## src/hw/fie_defines.svh

```systemverilog
// register indices, field positions and reset values of the fault enable bank
`ifndef FIE_DEFINES_SVH
`define FIE_DEFINES_SVH

// register indices; the byte address on the bus is four times the index
`define FIE_SUPPLY_EN_IDX     8'h08
`define FIE_BOOST_EN_IDX      8'h0a
`define FIE_SUPPLY_STAT_IDX   8'h0e
`define FIE_BOOST_STAT_IDX    8'h10

// reset values
`define FIE_SUPPLY_EN_RST     16'h2aaa
`define FIE_BOOST_EN_RST      16'ha028
`define FIE_STAT_RST          16'h0000

// lsb of each two-bit enable field, supply register
`define FIE_BOOST_SYNC_LSB    13'd12
`define FIE_CHARGE_PUMP_LSB   13'd10
`define FIE_PUMP_CAP_LSB      13'd8
`define FIE_IN_OVERCUR_LSB    13'd6
`define FIE_INT_SUPPLY_UV_LSB 13'd4
`define FIE_IN_OVERVOLT_LSB   13'd2
`define FIE_IN_UNDERVOLT_LSB  13'd0

// lsb of each two-bit enable field, boost register
`define FIE_OVERTEMP_LSB      13'd14
`define FIE_ISET_SHORT_LSB    13'd12
`define FIE_STRING_CFG_LSB    13'd10
`define FIE_MODE_RES_LSB      13'd8
`define FIE_FREQ_RES_LSB      13'd6
`define FIE_BOOST_OVERCUR_LSB 13'd4
`define FIE_BOOST_OVERVOLT_LSB 13'd2

// first field of each register, used by the packing loops
`define FIE_SUPPLY_BASE_LSB   0
`define FIE_BOOST_BASE_LSB    2

`endif

```

## src/hw/fie_pkg.sv

```systemverilog
// types shared by the fault enable bank
package fie_pkg;

  // two-bit write code of an enable field
  typedef enum logic [1:0] {
    FIE_CODE_HOLD_LOW,
    FIE_CODE_OFF,
    FIE_CODE_HOLD_HIGH,
    FIE_CODE_ON
  } fie_en_code_t;

  typedef logic [15:0] fie_reg_t;
  typedef logic [7:0]  fie_idx_t;

endpackage : fie_pkg

```

## src/hw/fie_enable_field.sv

```systemverilog
// one two-bit interrupt enable field with write-code semantics
`timescale 1ns/1ns
module fie_enable_field #(
  parameter logic RESET_ON = 1'b1
) (
  input  wire logic                 clock_i,
  input  wire logic                 sys_rst_i,
  input  wire logic                 write_i,
  input  wire fie_pkg::fie_en_code_t code_i,
  output logic                      enabled_o
);
  import fie_pkg::*;

  always_ff @(posedge clock_i)
  begin
    if (sys_rst_i)
      enabled_o <= RESET_ON;
    else if (write_i)
    begin
      case (code_i)
        FIE_CODE_OFF: enabled_o <= 1'b0;
        FIE_CODE_ON:  enabled_o <= 1'b1;
        // other codes keep the field so one field can change alone
        default:      enabled_o <= enabled_o;
      endcase
    end
  end

endmodule : fie_enable_field

```

## src/hw/fie_fault_latch.sv

```systemverilog
// sticky status of one fault source
`timescale 1ns/1ns
module fie_fault_latch (
  input  wire logic clock_i,
  input  wire logic sys_rst_i,
  input  wire logic fault_i,
  input  wire logic clear_i,
  output logic      status_o
);

  // a fault in the cycle of a clear wins, so no event is lost
  always_ff @(posedge clock_i)
  begin
    if (sys_rst_i)
      status_o <= 1'b0;
    else if (fault_i)
      status_o <= 1'b1;
    else if (clear_i)
      status_o <= 1'b0;
  end

endmodule : fie_fault_latch

```

## src/hw/fie_top.sv

```systemverilog
// fault interrupt enable bank with ahb-lite register slave
//
// Added by the designer: the AHB-Lite slave port.
`timescale 1ns/1ns
`include "fie_defines.svh"

module fie_top #(
  parameter int NUM_SUPPLY = 7,
  parameter int NUM_BOOST  = 7
) (
  input  wire logic              clock_i,
  input  wire logic              sys_rst_i,
  // ahb-lite slave
  input  wire logic              hsel_i,
  input  wire logic [9:0]        haddr_i,
  input  wire logic [1:0]        htrans_i,
  input  wire logic              hwrite_i,
  input  wire logic [2:0]        hsize_i,
  input  wire logic [31:0]       hwdata_i,
  input  wire logic              hready_i,
  output logic                   hreadyout_o,
  output logic                   hresp_o,
  output logic [31:0]            hrdata_o,
  // fault sources, active high levels
  input  wire logic              boost_sync_loss_fault_i,
  input  wire logic              charge_pump_fault_i,
  input  wire logic              pump_capacitor_missing_fault_i,
  input  wire logic              input_overcurrent_fault_i,
  input  wire logic              internal_supply_undervoltage_fault_i,
  input  wire logic              input_overvoltage_fault_i,
  input  wire logic              input_undervoltage_fault_i,
  input  wire logic              overtemp_fault_i,
  input  wire logic              current_resistor_short_fault_i,
  input  wire logic              string_config_resistor_fault_i,
  input  wire logic              mode_select_resistor_fault_i,
  input  wire logic              freq_resistor_missing_fault_i,
  input  wire logic              boost_overcurrent_fault_i,
  input  wire logic              boost_overvoltage_fault_i,
  // interrupt request, active high level
  output logic                   irq_o
);
  import fie_pkg::*;

  localparam fie_reg_t SUP_RST = `FIE_SUPPLY_EN_RST;
  localparam fie_reg_t BST_RST = `FIE_BOOST_EN_RST;
  localparam int       SUP_LSB = `FIE_SUPPLY_BASE_LSB;
  localparam int       BST_LSB = `FIE_BOOST_BASE_LSB;

  logic [NUM_SUPPLY-1:0] sup_fault;
  logic [NUM_SUPPLY-1:0] sup_en;
  logic [NUM_SUPPLY-1:0] sup_stat;
  logic [NUM_SUPPLY-1:0] sup_clr;
  logic [NUM_BOOST-1:0]  bst_fault;
  logic [NUM_BOOST-1:0]  bst_en;
  logic [NUM_BOOST-1:0]  bst_stat;
  logic [NUM_BOOST-1:0]  bst_clr;
  fie_reg_t              sup_en_img;
  fie_reg_t              bst_en_img;
  fie_reg_t              sup_stat_img;
  fie_reg_t              bst_stat_img;
  logic                  acc;
  logic                  wr_pend;
  logic                  rd_late;
  fie_idx_t              idx;
  logic                  wr_sup_en;
  logic                  wr_bst_en;
  logic                  wr_sup_stat;
  logic                  wr_bst_stat;
  logic                  next_irq;

  // field order is lsb first: index i sits at bits 2i+1:2i above the base
  assign sup_fault[0] = input_undervoltage_fault_i;
  assign sup_fault[1] = input_overvoltage_fault_i;
  assign sup_fault[2] = internal_supply_undervoltage_fault_i;
  assign sup_fault[3] = input_overcurrent_fault_i;
  assign sup_fault[4] = pump_capacitor_missing_fault_i;
  assign sup_fault[5] = charge_pump_fault_i;
  assign sup_fault[6] = boost_sync_loss_fault_i;

  assign bst_fault[0] = boost_overvoltage_fault_i;
  assign bst_fault[1] = boost_overcurrent_fault_i;
  assign bst_fault[2] = freq_resistor_missing_fault_i;
  assign bst_fault[3] = mode_select_resistor_fault_i;
  assign bst_fault[4] = string_config_resistor_fault_i;
  assign bst_fault[5] = current_resistor_short_fault_i;
  assign bst_fault[6] = overtemp_fault_i;

  // write strobes land in the data phase, when hwdata is on the bus
  assign wr_sup_en   = wr_pend && (idx == `FIE_SUPPLY_EN_IDX);
  assign wr_bst_en   = wr_pend && (idx == `FIE_BOOST_EN_IDX);
  assign wr_sup_stat = wr_pend && (idx == `FIE_SUPPLY_STAT_IDX);
  assign wr_bst_stat = wr_pend && (idx == `FIE_BOOST_STAT_IDX);

  // unused image bits default to zero, which keeps reserved bits clear
  always_comb
  begin
    sup_en_img   = '0;
    bst_en_img   = '0;
    sup_stat_img = '0;
    bst_stat_img = '0;
    for (int i = 0; i < NUM_SUPPLY; i++)
    begin
      sup_en_img[SUP_LSB+2*i+1]   = sup_en[i];
      sup_stat_img[SUP_LSB+2*i+1] = sup_stat[i];
    end
    for (int i = 0; i < NUM_BOOST; i++)
    begin
      bst_en_img[BST_LSB+2*i+1]   = bst_en[i];
      bst_stat_img[BST_LSB+2*i+1] = bst_stat[i];
    end
  end

  genvar g;
  generate
    for (g = 0; g < NUM_SUPPLY; g++)
    begin : g_sup
      // reset state of each field taken from the register reset value
      fie_enable_field #(
        .RESET_ON (SUP_RST[SUP_LSB+2*g+1])
      ) u_en (
        .clock_i   (clock_i),
        .sys_rst_i (sys_rst_i),
        .write_i   (wr_sup_en),
        .code_i    (fie_en_code_t'(hwdata_i[SUP_LSB+2*g +: 2])),
        .enabled_o (sup_en[g])
      );
      // clearing needs both the status and the clear bit written as one
      assign sup_clr[g] = wr_sup_stat
                          && (hwdata_i[SUP_LSB+2*g +: 2] == 2'h3);
      fie_fault_latch u_stat (
        .clock_i   (clock_i),
        .sys_rst_i (sys_rst_i),
        .fault_i   (sup_fault[g]),
        .clear_i   (sup_clr[g]),
        .status_o  (sup_stat[g])
      );
    end
    for (g = 0; g < NUM_BOOST; g++)
    begin : g_bst
      fie_enable_field #(
        .RESET_ON (BST_RST[BST_LSB+2*g+1])
      ) u_en (
        .clock_i   (clock_i),
        .sys_rst_i (sys_rst_i),
        .write_i   (wr_bst_en),
        .code_i    (fie_en_code_t'(hwdata_i[BST_LSB+2*g +: 2])),
        .enabled_o (bst_en[g])
      );
      assign bst_clr[g] = wr_bst_stat
                          && (hwdata_i[BST_LSB+2*g +: 2] == 2'h3);
      fie_fault_latch u_stat (
        .clock_i   (clock_i),
        .sys_rst_i (sys_rst_i),
        .fault_i   (bst_fault[g]),
        .clear_i   (bst_clr[g]),
        .status_o  (bst_stat[g])
      );
    end
  endgenerate

  function automatic logic [31:0] read_mux(input fie_idx_t ridx);
    if (ridx == `FIE_SUPPLY_EN_IDX)
      read_mux = {16'h0000, sup_en_img};
    else if (ridx == `FIE_BOOST_EN_IDX)
      read_mux = {16'h0000, bst_en_img};
    else if (ridx == `FIE_SUPPLY_STAT_IDX)
      read_mux = {16'h0000, sup_stat_img};
    else if (ridx == `FIE_BOOST_STAT_IDX)
      read_mux = {16'h0000, bst_stat_img};
    else
      read_mux = 32'h0000_0000;
  endfunction : read_mux

  assign acc = hsel_i && htrans_i[1] && hready_i;

  // a read right behind a write gets one wait state so it sees the new data
  always_ff @(posedge clock_i)
  begin
    if (sys_rst_i)
    begin
      wr_pend     <= 1'b0;
      rd_late     <= 1'b0;
      idx         <= 8'h00;
      hreadyout_o <= 1'b1;
      hrdata_o    <= 32'h0000_0000;
    end
    else
    begin
      wr_pend     <= acc && hwrite_i;
      rd_late     <= 1'b0;
      hreadyout_o <= 1'b1;
      if (acc)
        idx <= haddr_i[9:2];
      if (acc && !hwrite_i)
      begin
        if (wr_pend)
        begin
          rd_late     <= 1'b1;
          hreadyout_o <= 1'b0;
        end
        else
          hrdata_o <= read_mux(haddr_i[9:2]);
      end
      else if (rd_late)
        hrdata_o <= read_mux(idx);
    end
  end

  // every transfer is answered okay; unmapped reads return zero
  always_ff @(posedge clock_i)
  begin
    if (sys_rst_i)
      hresp_o <= 1'b0;
    else
      hresp_o <= 1'b0;
  end

  assign next_irq = |(sup_stat & sup_en) || |(bst_stat & bst_en);

  always_ff @(posedge clock_i)
  begin
    if (sys_rst_i)
      irq_o <= 1'b0;
    else
      irq_o <= next_irq;
  end

  property p_field_off;
    @(posedge clock_i) disable iff (sys_rst_i)
    (wr_sup_en && hwdata_i[1:0] == 2'h1) |=> !sup_en[0];
  endproperty
  a_field_off: assert property (p_field_off)
    else $error("supply field did not disable on code 1");

  property p_field_on;
    @(posedge clock_i) disable iff (sys_rst_i)
    (wr_bst_en && hwdata_i[15:14] == 2'h3) |=> bst_en_img[15:14] == 2'h2;
  endproperty
  a_field_on: assert property (p_field_on)
    else $error("boost field did not enable on code 3");

  property p_keep;
    @(posedge clock_i) disable iff (sys_rst_i)
    (wr_sup_en && !hwdata_i[2]) |=> $stable(sup_en[1]);
  endproperty
  a_keep: assert property (p_keep)
    else $error("field changed on a keep code");

  property p_read_code;
    @(posedge clock_i) disable iff (sys_rst_i)
    (acc && !hwrite_i && !wr_pend && haddr_i[9:2] == `FIE_BOOST_EN_IDX)
      |=> hrdata_o[15:14] == {$past(bst_en[6]), 1'b0};
  endproperty
  a_read_code: assert property (p_read_code)
    else $error("enable field read code wrong");

  property p_sup_reset;
    @(posedge clock_i)
    $past(sys_rst_i) |-> sup_en_img == `FIE_SUPPLY_EN_RST;
  endproperty
  a_sup_reset: assert property (p_sup_reset)
    else $error("supply enable reset value wrong");

  property p_bst_reset;
    @(posedge clock_i)
    $past(sys_rst_i) |-> bst_en_img == `FIE_BOOST_EN_RST;
  endproperty
  a_bst_reset: assert property (p_bst_reset)
    else $error("boost enable reset value wrong");

  property p_reserved;
    @(posedge clock_i) disable iff (sys_rst_i)
    sup_en_img[15:14] == 2'h0 && bst_en_img[1:0] == 2'h0;
  endproperty
  a_reserved: assert property (p_reserved)
    else $error("reserved enable bits not zero");

  property p_irq_gate;
    @(posedge clock_i) disable iff (sys_rst_i)
    (sup_stat[6] && !sup_en[6] && !(|(sup_stat[5:0] & sup_en[5:0]))
      && !(|(bst_stat & bst_en))) |=> !irq_o;
  endproperty
  a_irq_gate: assert property (p_irq_gate)
    else $error("disabled fault drove the interrupt");

  property p_irq_fire;
    @(posedge clock_i) disable iff (sys_rst_i)
    (overtemp_fault_i && bst_en[6]) |=> ##1 irq_o;
  endproperty
  a_irq_fire: assert property (p_irq_fire)
    else $error("enabled fault missed the interrupt");

  property p_record;
    @(posedge clock_i) disable iff (sys_rst_i)
    (mode_select_resistor_fault_i && !bst_en[3]) |=> bst_stat[3];
  endproperty
  a_record: assert property (p_record)
    else $error("fault not recorded while disabled");

  property p_irq_on;
    @(posedge clock_i) disable iff (sys_rst_i)
    (|(sup_stat & sup_en)) |=> irq_o;
  endproperty
  a_irq_on: assert property (p_irq_on)
    else $error("enabled supply fault missed the interrupt");

  // enables may only move on a register write, never on their own
  property p_en_hold;
    @(posedge clock_i) disable iff (sys_rst_i)
    (!wr_sup_en && !wr_bst_en) |=> ($stable(sup_en) && $stable(bst_en));
  endproperty
  a_en_hold: assert property (p_en_hold)
    else $error("enable changed without a register write");

endmodule : fie_top

```

## config.mk

```make
export PLATFORM = sky130hd
export DESIGN_NAME = fie_top
export DESIGN_NICKNAME = d
export VERILOG_FILES = /design/src/hw/fie_pkg.sv /design/src/hw/fie_enable_field.sv /design/src/hw/fie_fault_latch.sv /design/src/hw/fie_top.sv
export VERILOG_INCLUDE_DIRS = /design/src /design/src/hw
export SDC_FILE = /design/constraint.sdc
export NUM_CORES = 1
export LEC_CHECK = 0
export ABC_AREA = 1
export BUFFER_PORTS_ARGS = -buffer_cell sky130_fd_sc_hd__buf_2
export CAP_MARGIN = 40
export CORE_MARGIN = 5
export CORE_UTILIZATION = 45
export DETAILED_ROUTE_END_ITERATION = 8
export HOLD_SLACK_MARGIN = 0.1
export PLACE_DENSITY = 0.69
export RECOVER_POWER = 50
export SYNTH_ARGS = -nofsm -noshare
export SYNTH_HDL_FRONTEND = slang
export SYNTH_SLANG_ARGS = --single-unit
```

## constraint.sdc

```tcl
create_clock -name clock_i -period 1.35 [get_ports clock_i]
set_input_delay 0.135 -clock clock_i [delete_from_list [all_inputs] [get_ports clock_i]]
set_output_delay 0.135 -clock clock_i [all_outputs]
set_load 0.05 [all_outputs]
```

# [Word-level counts from Yosys, hierarchy flattened]
# Index checks and enable logic that the tools add are counted.
[totals] word_cells=176 reg_bits=72 n_memories=0 mem_bits_rw=0 rom_bits=0 latchBits=0
[op_classes] multipliers=0 n_div=0 muxes=49 addsub=0 n_lt_le_gt_ge=0 bitwise=3 shift=0 n_eq_ne=25 n_reduce_logical=65
[op_table] operator="$mux W16" count=8
[op_table] operator="$mux W32" count=3
[op_table] operator="$eq A8 B4 Y1 const B" count=6
[op_table] operator="$reduce_bool A2 Y1" count=23
[op_table] operator="$mux W1" count=30
[op_table] operator="$reduce_and A2 Y1" count=15
[op_table] operator="$logic_and A1 B1 Y1" count=22
[op_table] operator="$eq A2 B1 Y1 const B" count=8
[op_table] operator="$eq A2 B2 Y1 const B" count=8
[op_table] operator="$eq A8 B5 Y1 const B" count=2
[op_table] operator="$pmux W1 S2" count=8
[op_table] operator="$and A7 B7 Y7" count=2
[op_table] operator="$reduce_or A7 Y1" count=2
[op_table] operator="$ne A2 B2 Y1 const B" count=1
[op_table] operator="$reduce_or A2 Y1" count=1
[op_table] operator="$logic_not A1 Y1" count=1
[op_table] operator="$logic_or A1 B1 Y1" count=1
[op_table] operator="$not A1 Y1" count=1

# [Depth between registers and ports, before layout]
# Gate-level depths: netlist of run 1.
[logic_depth] depth_word=7 mapped_depth=11 ltp_nobuf=11

# [Hierarchy]
# Synthesis of run 1 repeated with hierarchy kept, for this count alone.
[unflattened] hier_cells=487 hier_area_um2=3109.2
[modules_own_cells] mod="fie_top" cells_per_inst=327 instances=1 area_per_inst_um2=1955.6
[modules_own_cells] mod="fie_fault_latch" cells_per_inst=5 instances=14 area_per_inst_um2=40.0
[modules_own_cells] mod="fie_enable_field at g_bst[0].u_en ..." cells_per_inst=6 instances=11 area_per_inst_um2=41.3
[modules_own_cells] mod="fie_enable_field at g_bst[2].u_en ..." cells_per_inst=8 instances=3 area_per_inst_um2=46.3

# [Worst setup path after synthesis of run 1]
# OpenSTA, ideal clock, no wires.
[synth_timing] path_kind="reg-to-reg" start="register idx[7]" end="register g_sup[3].u_en.enabled_o" arrival_ps=1097 period_less_slack_ps=1235 path_buffers=1 slack_ps=115 stages_incl_launch_ff=10 required_time_ps=1212 setup_ps=138 cell_sequence="dfxtp_1 > inv_2 > nand2_2 > nor2_4 > nand3_2 > inv_2 > buf_6 > nand3_1 > nand2_1 > o211ai_1"
[synth_between] elab_chain_len=3
[synth_lines] element="start, declared" line="fie_top.sv:64" rtl="fie_idx_t idx;"
[synth_lines] element="start signal, assigned" line="fie_top.sv:193" rtl="idx <= haddr_i[9:2];"
[synth_lines] element="$eq A8 B4 Y1 (no source line)"
[synth_lines] element="$logic_and A1 B1 Y1" line="fie_top.sv:89" rtl="assign wr_sup_en = wr_pend && (idx == `FIE_SUPPLY_EN_IDX);"
[synth_lines] element="$reduce_and A2 Y1 (no source line)"
[synth_lines] element="end signal, assigned" line="fie_enable_field.sv:24" rtl="default: enabled_o <= enabled_o;"
[synth_lines] element="end, declared" line="fie_enable_field.sv:10" rtl="output logic enabled_o"
# No other way between the ends.
# A chain may end at the register's enable or synchronous reset.

# [Worst setup path after layout of run 1]
[layout_timing] start="register idx[4]" end="register hrdata_o[11]"
[layout_between] elab_chain_len=7 elab_cells_between_ends=10 cone_classes="4 x eq/ne; 6 x mux"
[layout_lines] element="$eq A8 B5 Y1 (no source line)"
[layout_lines] element="$mux W16" line="fie_top.sv:168" rtl="else if (ridx == `FIE_BOOST_STAT_IDX)"
[layout_lines] element="$mux W16" line="fie_top.sv:166" rtl="else if (ridx == `FIE_SUPPLY_STAT_IDX)"
[layout_lines] element="$mux W16" line="fie_top.sv:164" rtl="else if (ridx == `FIE_BOOST_EN_IDX)"
[layout_lines] element="$mux W16 *" line="fie_top.sv:162" rtl="if (ridx == `FIE_SUPPLY_EN_IDX)"
[layout_lines] element="$mux W32 *" line="fie_top.sv:204" rtl="else if (rd_late)"
[layout_lines] element="$mux W32 *" line="fie_top.sv:194" rtl="if (acc && !hwrite_i)"
[layout_lines] element="end signal, assigned" line="fie_top.sv:202" rtl="hrdata_o <= read_mux(haddr_i[9:2]);"
[layout_lines] element="end signal, assigned" line="fie_top.sv:205" rtl="hrdata_o <= read_mux(idx);"
[layout_lines] element="end, declared" line="fie_top.sv:23" rtl="output logic [31:0] hrdata_o,"
# Mark *: on every way between the ends. The rest lies on a longest branch, timed or not. The select of a mux whose other input is x is not followed.

==> metrics, run 1 <==
Synth area leaders dfxtp_1, nand3_1, nand2_1, buf_4, inv_1; top-area cell type share of the netlist area 0.328; worst setup margin -0.0207 ns; IO Port Bufs 53; power after layout 3.36 mW; Min-Delay Startpoint hwdata_i[11]; area post-placement 0.00330 mm2; end of the critical path hrdata_o[11]; warnings from Yosys 0; GPL Wtd Cong 0.990; DR vias 3059; placed cell count 573; Max Freq 730 MHz; Cell variety after synth 38; final hold vios 0; post-synthesis async set-or-reset flop share 0; #FFs+latches synth 48; die area 0.00822 mm2; Max stage delay on crit path 0.33 ns; R2R cell count 11; TritonCTS buffer count 5; pin count of the biggest net entering global routing 31; pre-CTS setup slack -0.000765 ns; Slew HR 0.593; CP startpoint idx[4]; WP data arrival 1.64 ns; Detailed Place HPWL 6330 um; Reg clk slew, reported paths 0.10 ns; worst vdd rail ir drop 724 uV; Starting Density 0.461; area delta synth->final 34.3%; pwr/cell area 855 mW/mm2; Worst-Margin Slew 0.610 ns; status finished with violations; Synth Instances 435; core area 0.00635 mm2; max-capacitance violation count 0; Worst path slowest cell dfxtp_2; routed len/inst 14.4 um; vias in the first global route 2723; n_diodes 0; Routed WL 8730 um; Min Hold Slack 0.109 ns; Final Non-Filler Cells 605; row count 29; Die Height 90.7 um; layout cells sized above 1 0.331; final instance area 0.00393 mm2; CTS tree done; chip width 90.7 um; initial DRC count 170; violated checks negative setup slack; TritonCTS sink count 48; number of flops mapped to enable cells by yosys 0; Slew Viols, Final 0; Layout Skew 0.0108 ns; P_leak 1.91 nW; Startpoint Class flip-flop; clock tree root buffer cell clkbuf_8; total global routing track utilization 0.197; Post-synth top cells nand2_1, nand3_1, inv_1; FF-to-FF End hrdata_o[11]; drc violations 0; CP max FO 7; global-route wire length before repair 13500 um; CTS max path bufs 2; initial antenna violation count 0; dominant synthesized flop cell dfxtp_1; IO Pins 101; WS Path Type flip-flop to flip-flop; DR vias/cell 5.06; final setup fails 5; Detail Route Antenna Nets 0; area leader, netlist dfxtp_1; Layout Nets 593; r2r setup slk -0.02 ns; Seq/Total Area, Yosys 0.328; CP dominant cell by count nand3_2; Final min period 1.37 ns; mapped cell area 0.00293 mm2; worst min path class input pin to flip-flop; CP required 1.62 ns; Final Cycle Share 1.02; H-Tree Level Count 2; grt total ovfl 0; count leader, synth nand2_1; first drt pass iteration count 4; Worst-Skew Late Latency 0.31 ns; cell chain of the critical path inv_2, nand2_2, nor2_4, buf_6, clkbuf_16, nand3_2, nand3_2, nand2_1, nand3_2, nand2_1, inv_1; Synth Area per Inst 6.73 um2; Worst R2R Start idx[4]; unrepaired setup endpoints after global routing true; endpoint class of the critical path flip-flop
==> layer usage <==
metal / GRT usage / vias to the layer above / share of wire
met5: 0 / - / 0
li1: - / 1557 / -
met2: 0.334 / 102 / 0.47
met1: 0.263 / 1391 / 0.44
met4: 0.0372 / 0 / 0.012
met3: 0.0367 / 9 / 0.073
==> final cells by class <==
cell class | count | area (um2)
clock buffer | 5 | 68.8
clock inverter | 3 | 42.5
fill | 589 | 2420
inverter | 68 | 268
multi-input combinational | 308 | 1800
sequential | 48 | 970
tap | 77 | 96.3
timing repair buffer | 96 | 687
==> registers in the layout (all words and copies together) (netlist names) <==
signal	flops
hreadyout_o	1
rd_late	1
g_sup.u_stat.status_o	7
idx	8
g_bst.u_stat.status_o	7
g_sup.u_en.enabled_o	7
hrdata_o	8
g_bst.u_en.enabled_o	7
wr_pend	1
irq_o	1
==> critical path, delay by kind of cell (launching register included) <==
| family | cells | cell delay, ns |
|---|---|---|
| simple gates | 7 | 0.61 |
| buf+inv | 4 | 0.40 |
| flops | 1 | 0.33 |
==> kinds of logic (layout without fill, tap and decap cells) <==
group	Yosys count	after routing	share of synthesized area
buf+inv	104	172	0.173
simple gates	197	198	0.330
flops	48	48	0.328
compound gates	85	85	0.168
other cells	1	25	0.00128
==> power breakdown <==
part	internal, mW	total (mW)	switching [mW]
Sequential	1.47	1.53	0.0544
Clock	0.549	1.07	0.523
Combinational	0.259	0.763	0.504
==> how the worst min path moves through the flow <==
stage,to,cells past startpoint
finish,g_bst[4].u_en.enabled_o,3
global route,g_bst[6].u_en.enabled_o,4
CTS,g_bst[2].u_en.enabled_o,3
detailed placement,g_sup[0].u_stat.status_o,3
global placement,g_sup[2].u_stat.status_o,3
floorplan,g_sup[0].u_stat.status_o,2
==> per-stage QoR <==
| step | TNS (ns) | util |
|---|---|---|
| final | -0.0555 | 0.619 |
| after global routing | -1.97 | 0.619 |
| after CTS | -0.0220 | 0.560 |
| after detailed placement | -0.000765 | 0.519 |
| after global placement | 0 | 0.519 |
| after floorplan | 0 | - |
==> cell usage in the layout (no fill, tap or decap), types with 7 or more instances in the layout <==
cell type,n
dfxtp_1,41
nand2_2,8
o21ai_1,21
dlygate4sd3_1,15
buf_4,20
nand3_1,51
nand2_1,73
nand3_2,22
a21oi_1,30
buf_2,52
o21ai_0,8
inv_1,47
dfxtp_2,7
inv_2,11
clkinv_1,7
conb_1,25
nor2_1,17
==> repair_timing <==
| item | 4_1_cts | 5_1_grt |
|---|---|---|
| setup buffers | 0 | 7 |
| pin swaps | 0 | 27 |
| endpoints found under the hold margin | 15 | 0 |
| gates cloned | 0 | 2 |
| setup endpoints to repair | 3 | 28 |
| gates resized for setup | 0 | 76 |
| hold buffers | 15 | 0 |
No activity file was read; power rests on OpenSTA's default activity.
==> inputs of run 2 (changes only) <==
Settings changed: PLACE_DENSITY 0.69 to 0.77.
==> metrics, run 2 (synthesized netlist as in run 1, its figures left out) <==
Multi-input gate area 0.00166 mm2 (-7.8%); pwr/cell area 894 mW/mm2 (+4.6%); total global routing track utilization 0.188 (-0.00993); Slew HR 0.591 (-0.00281); Worst R2R Start idx[4]; Final Non-Filler Cells 601 (-0.66%); Fillers 587 (-0.34%); DR vias/cell 5.13 (+1.5%); DRT met1 WL 3590 um (-7.4%); worst setup margin -0.0293 ns (-0.00856 ns); global-route wire length before repair 13000 um (-3.3%); worst vdd rail ir drop 469 uV (-35%); IO Pins 101 (unchanged); routed len/inst 13.5 um (-6.2%); initial antenna violation count 0 (unchanged); drc violations 0 (unchanged); Routed WL 8130 um (-6.8%); Layout Skew 0.00779 ns (-0.00304 ns); pre-CTS setup slack -0.0118 ns (-0.0110 ns); cell chain of the critical path inv_2, nand2_2, nor2_4, buf_12, nand3_4, inv_6, buf_6, nand3_2, nand2_1, o211ai_1; Reg clk slew, reported paths 0.09 ns (about the same); row count 29 (unchanged); worst min path class input pin to flip-flop; n_diodes 0 (unchanged); r2r setup slk -0.03 ns (about the same); Top Registers hrdata_o (8), idx (8); area post-placement 0.00330 mm2 (unchanged); Final Util 0.590 (-0.0290); status finished with violations; Max Freq 725 MHz (-0.62%); Detail Route Antenna Nets 0 (unchanged); Startpoint Class flip-flop; Final min period 1.38 ns (+0.00856 ns); area delta synth->final 28.0%; CP startpoint idx[4]; Starting Density 0.461 (unchanged); CP max FO 6 (-1); placed cell count 573 (unchanged); Worst-Skew Late Latency 0.31 ns (about the same); WP data arrival 1.56 ns (-0.08 ns); chip width 90.7 um (unchanged); violated checks negative setup slack; grt total ovfl 0 (unchanged); Detailed Place HPWL 6210 um (-1.9%); vias in the first global route 2797 (+2.7%); H-Tree Level Count 2 (unchanged); unrepaired setup endpoints after global routing true; Final Cycle Share 1.02 (+0.00634); Die Height 90.7 um (unchanged); die area 0.00822 mm2 (unchanged); final hold vios 0 (unchanged); max layer used met4; core area 0.00635 mm2 (unchanged); DR WL met2 3830 um (-6.8%); CP bufs+invs 4 (unchanged); GPL Wtd Cong 1.00 (+1.2%); Worst path slowest cell dfxtp_2; CTS max path bufs 2 (unchanged); CTS tree done; layout cells sized above 1 0.282 (-0.0490); clock tree root buffer cell clkbuf_8; endpoint class of the critical path flip-flop; Worst-Margin Slew 0.614 ns (+0.00421 ns); crit-path leading delay family buffers and inverters; Slew Viols, Final 0 (unchanged); IO Port Bufs 53 (unchanged); commonest non-fill, non-tap cells in the layout nand2_1, nand3_1, inv_1, buf_2, dfxtp_1; final setup fails 8 (+3); Layout Nets 589 (-0.67%); Max stage delay on crit path 0.33 ns (about the same); commonest non-fill, non-tap cell in the layout nand2_1; max-capacitance violation count 0 (unchanged); pin count of the biggest net entering global routing 31 (unchanged); register area 967 um2 (-0.26%); initial DRC count 172 (+1.2%); CP required 1.53 ns (-0.09 ns); Min-Delay Startpoint sys_rst_i; TritonCTS sink count 48 (unchanged); first drt pass iteration count 5 (+1); final instance area 0.00375 mm2 (-4.7%); TritonCTS buffer count 5 (unchanged); P_leak 1.84 nW (-3.9%); WS Path Type flip-flop to flip-flop; metal3 WL 608 um (-4.1%); DR vias 3083 (+0.78%)
-- run 2: worst reg2reg max path: cells and delay by family, from the launching register on --
kind,cells,cell delay [ns]
AOI/OAI and AO/OA,1,0.08
buffers and inverters,4,0.42
DFF,1,0.33
and+or+nand+nor,5,0.40
-- run 2: what timing repair did --
| action | 4_1_cts | 5_1_grt |
|---|---|---|
| gates resized for setup | 2 | 43 |
| setup endpoints to repair | 6 | 29 |
| pin swaps | 0 | 14 |
| hold buffers | 14 | 0 |
| setup buffers | 0 | 5 |
| hold endpoints to repair | 14 | 0 |
| cloned | 0 | 1 |
-- run 2: path summary, 6_finish.rpt --
kind,endpoint,cells past startpoint
setup reg to reg,g_sup[3].u_en.enabled_o,10
hold reg to reg,idx[0],2
hold / removal,g_bst[6].u_stat.status_o,2
setup / recovery,g_sup[3].u_en.enabled_o,10
-- run 2: area by class of cell --
cell class	count	area share
multi-input combinational	307	0.443
clock inverter	2	0.0104
clock buffer	6	0.0220
timing repair buffer	93	0.170
sequential	48	0.258
tap	77	0.0257
inverter	68	0.0708
-- run 2: power breakdown --
group / total, mW / internal (mW) / switching [mW]
sequential: 1.52 / 1.47 / 0.0507
combinational: 0.721 / 0.239 / 0.483
clock: 1.11 / 0.606 / 0.502
total: 3.35 / 2.31 / 1.03
-- run 2: metal layers --
layer / vias to the layer above / GRT usage
met2: 134 / 0.312
met4: 0 / 0.0409
met3: 14 / 0.0358
li1: 1540 / -
met5: - / 0
met1: 1395 / 0.251
-- run 2: stage by stage --
stage / TNS, ns / hold slack (ns) / power, mW
after floorplan: 0 / 0.252 / 2.03
after global placement: 0 / 0.344 / 2.15
after detailed placement: -0.0273 / 0.354 / 2.16
after CTS: -0.00769 / 0.101 / 3.28
after global routing: -1.76 / 0.106 / 3.50
final: -0.0979 / 0.0967 / 3.35
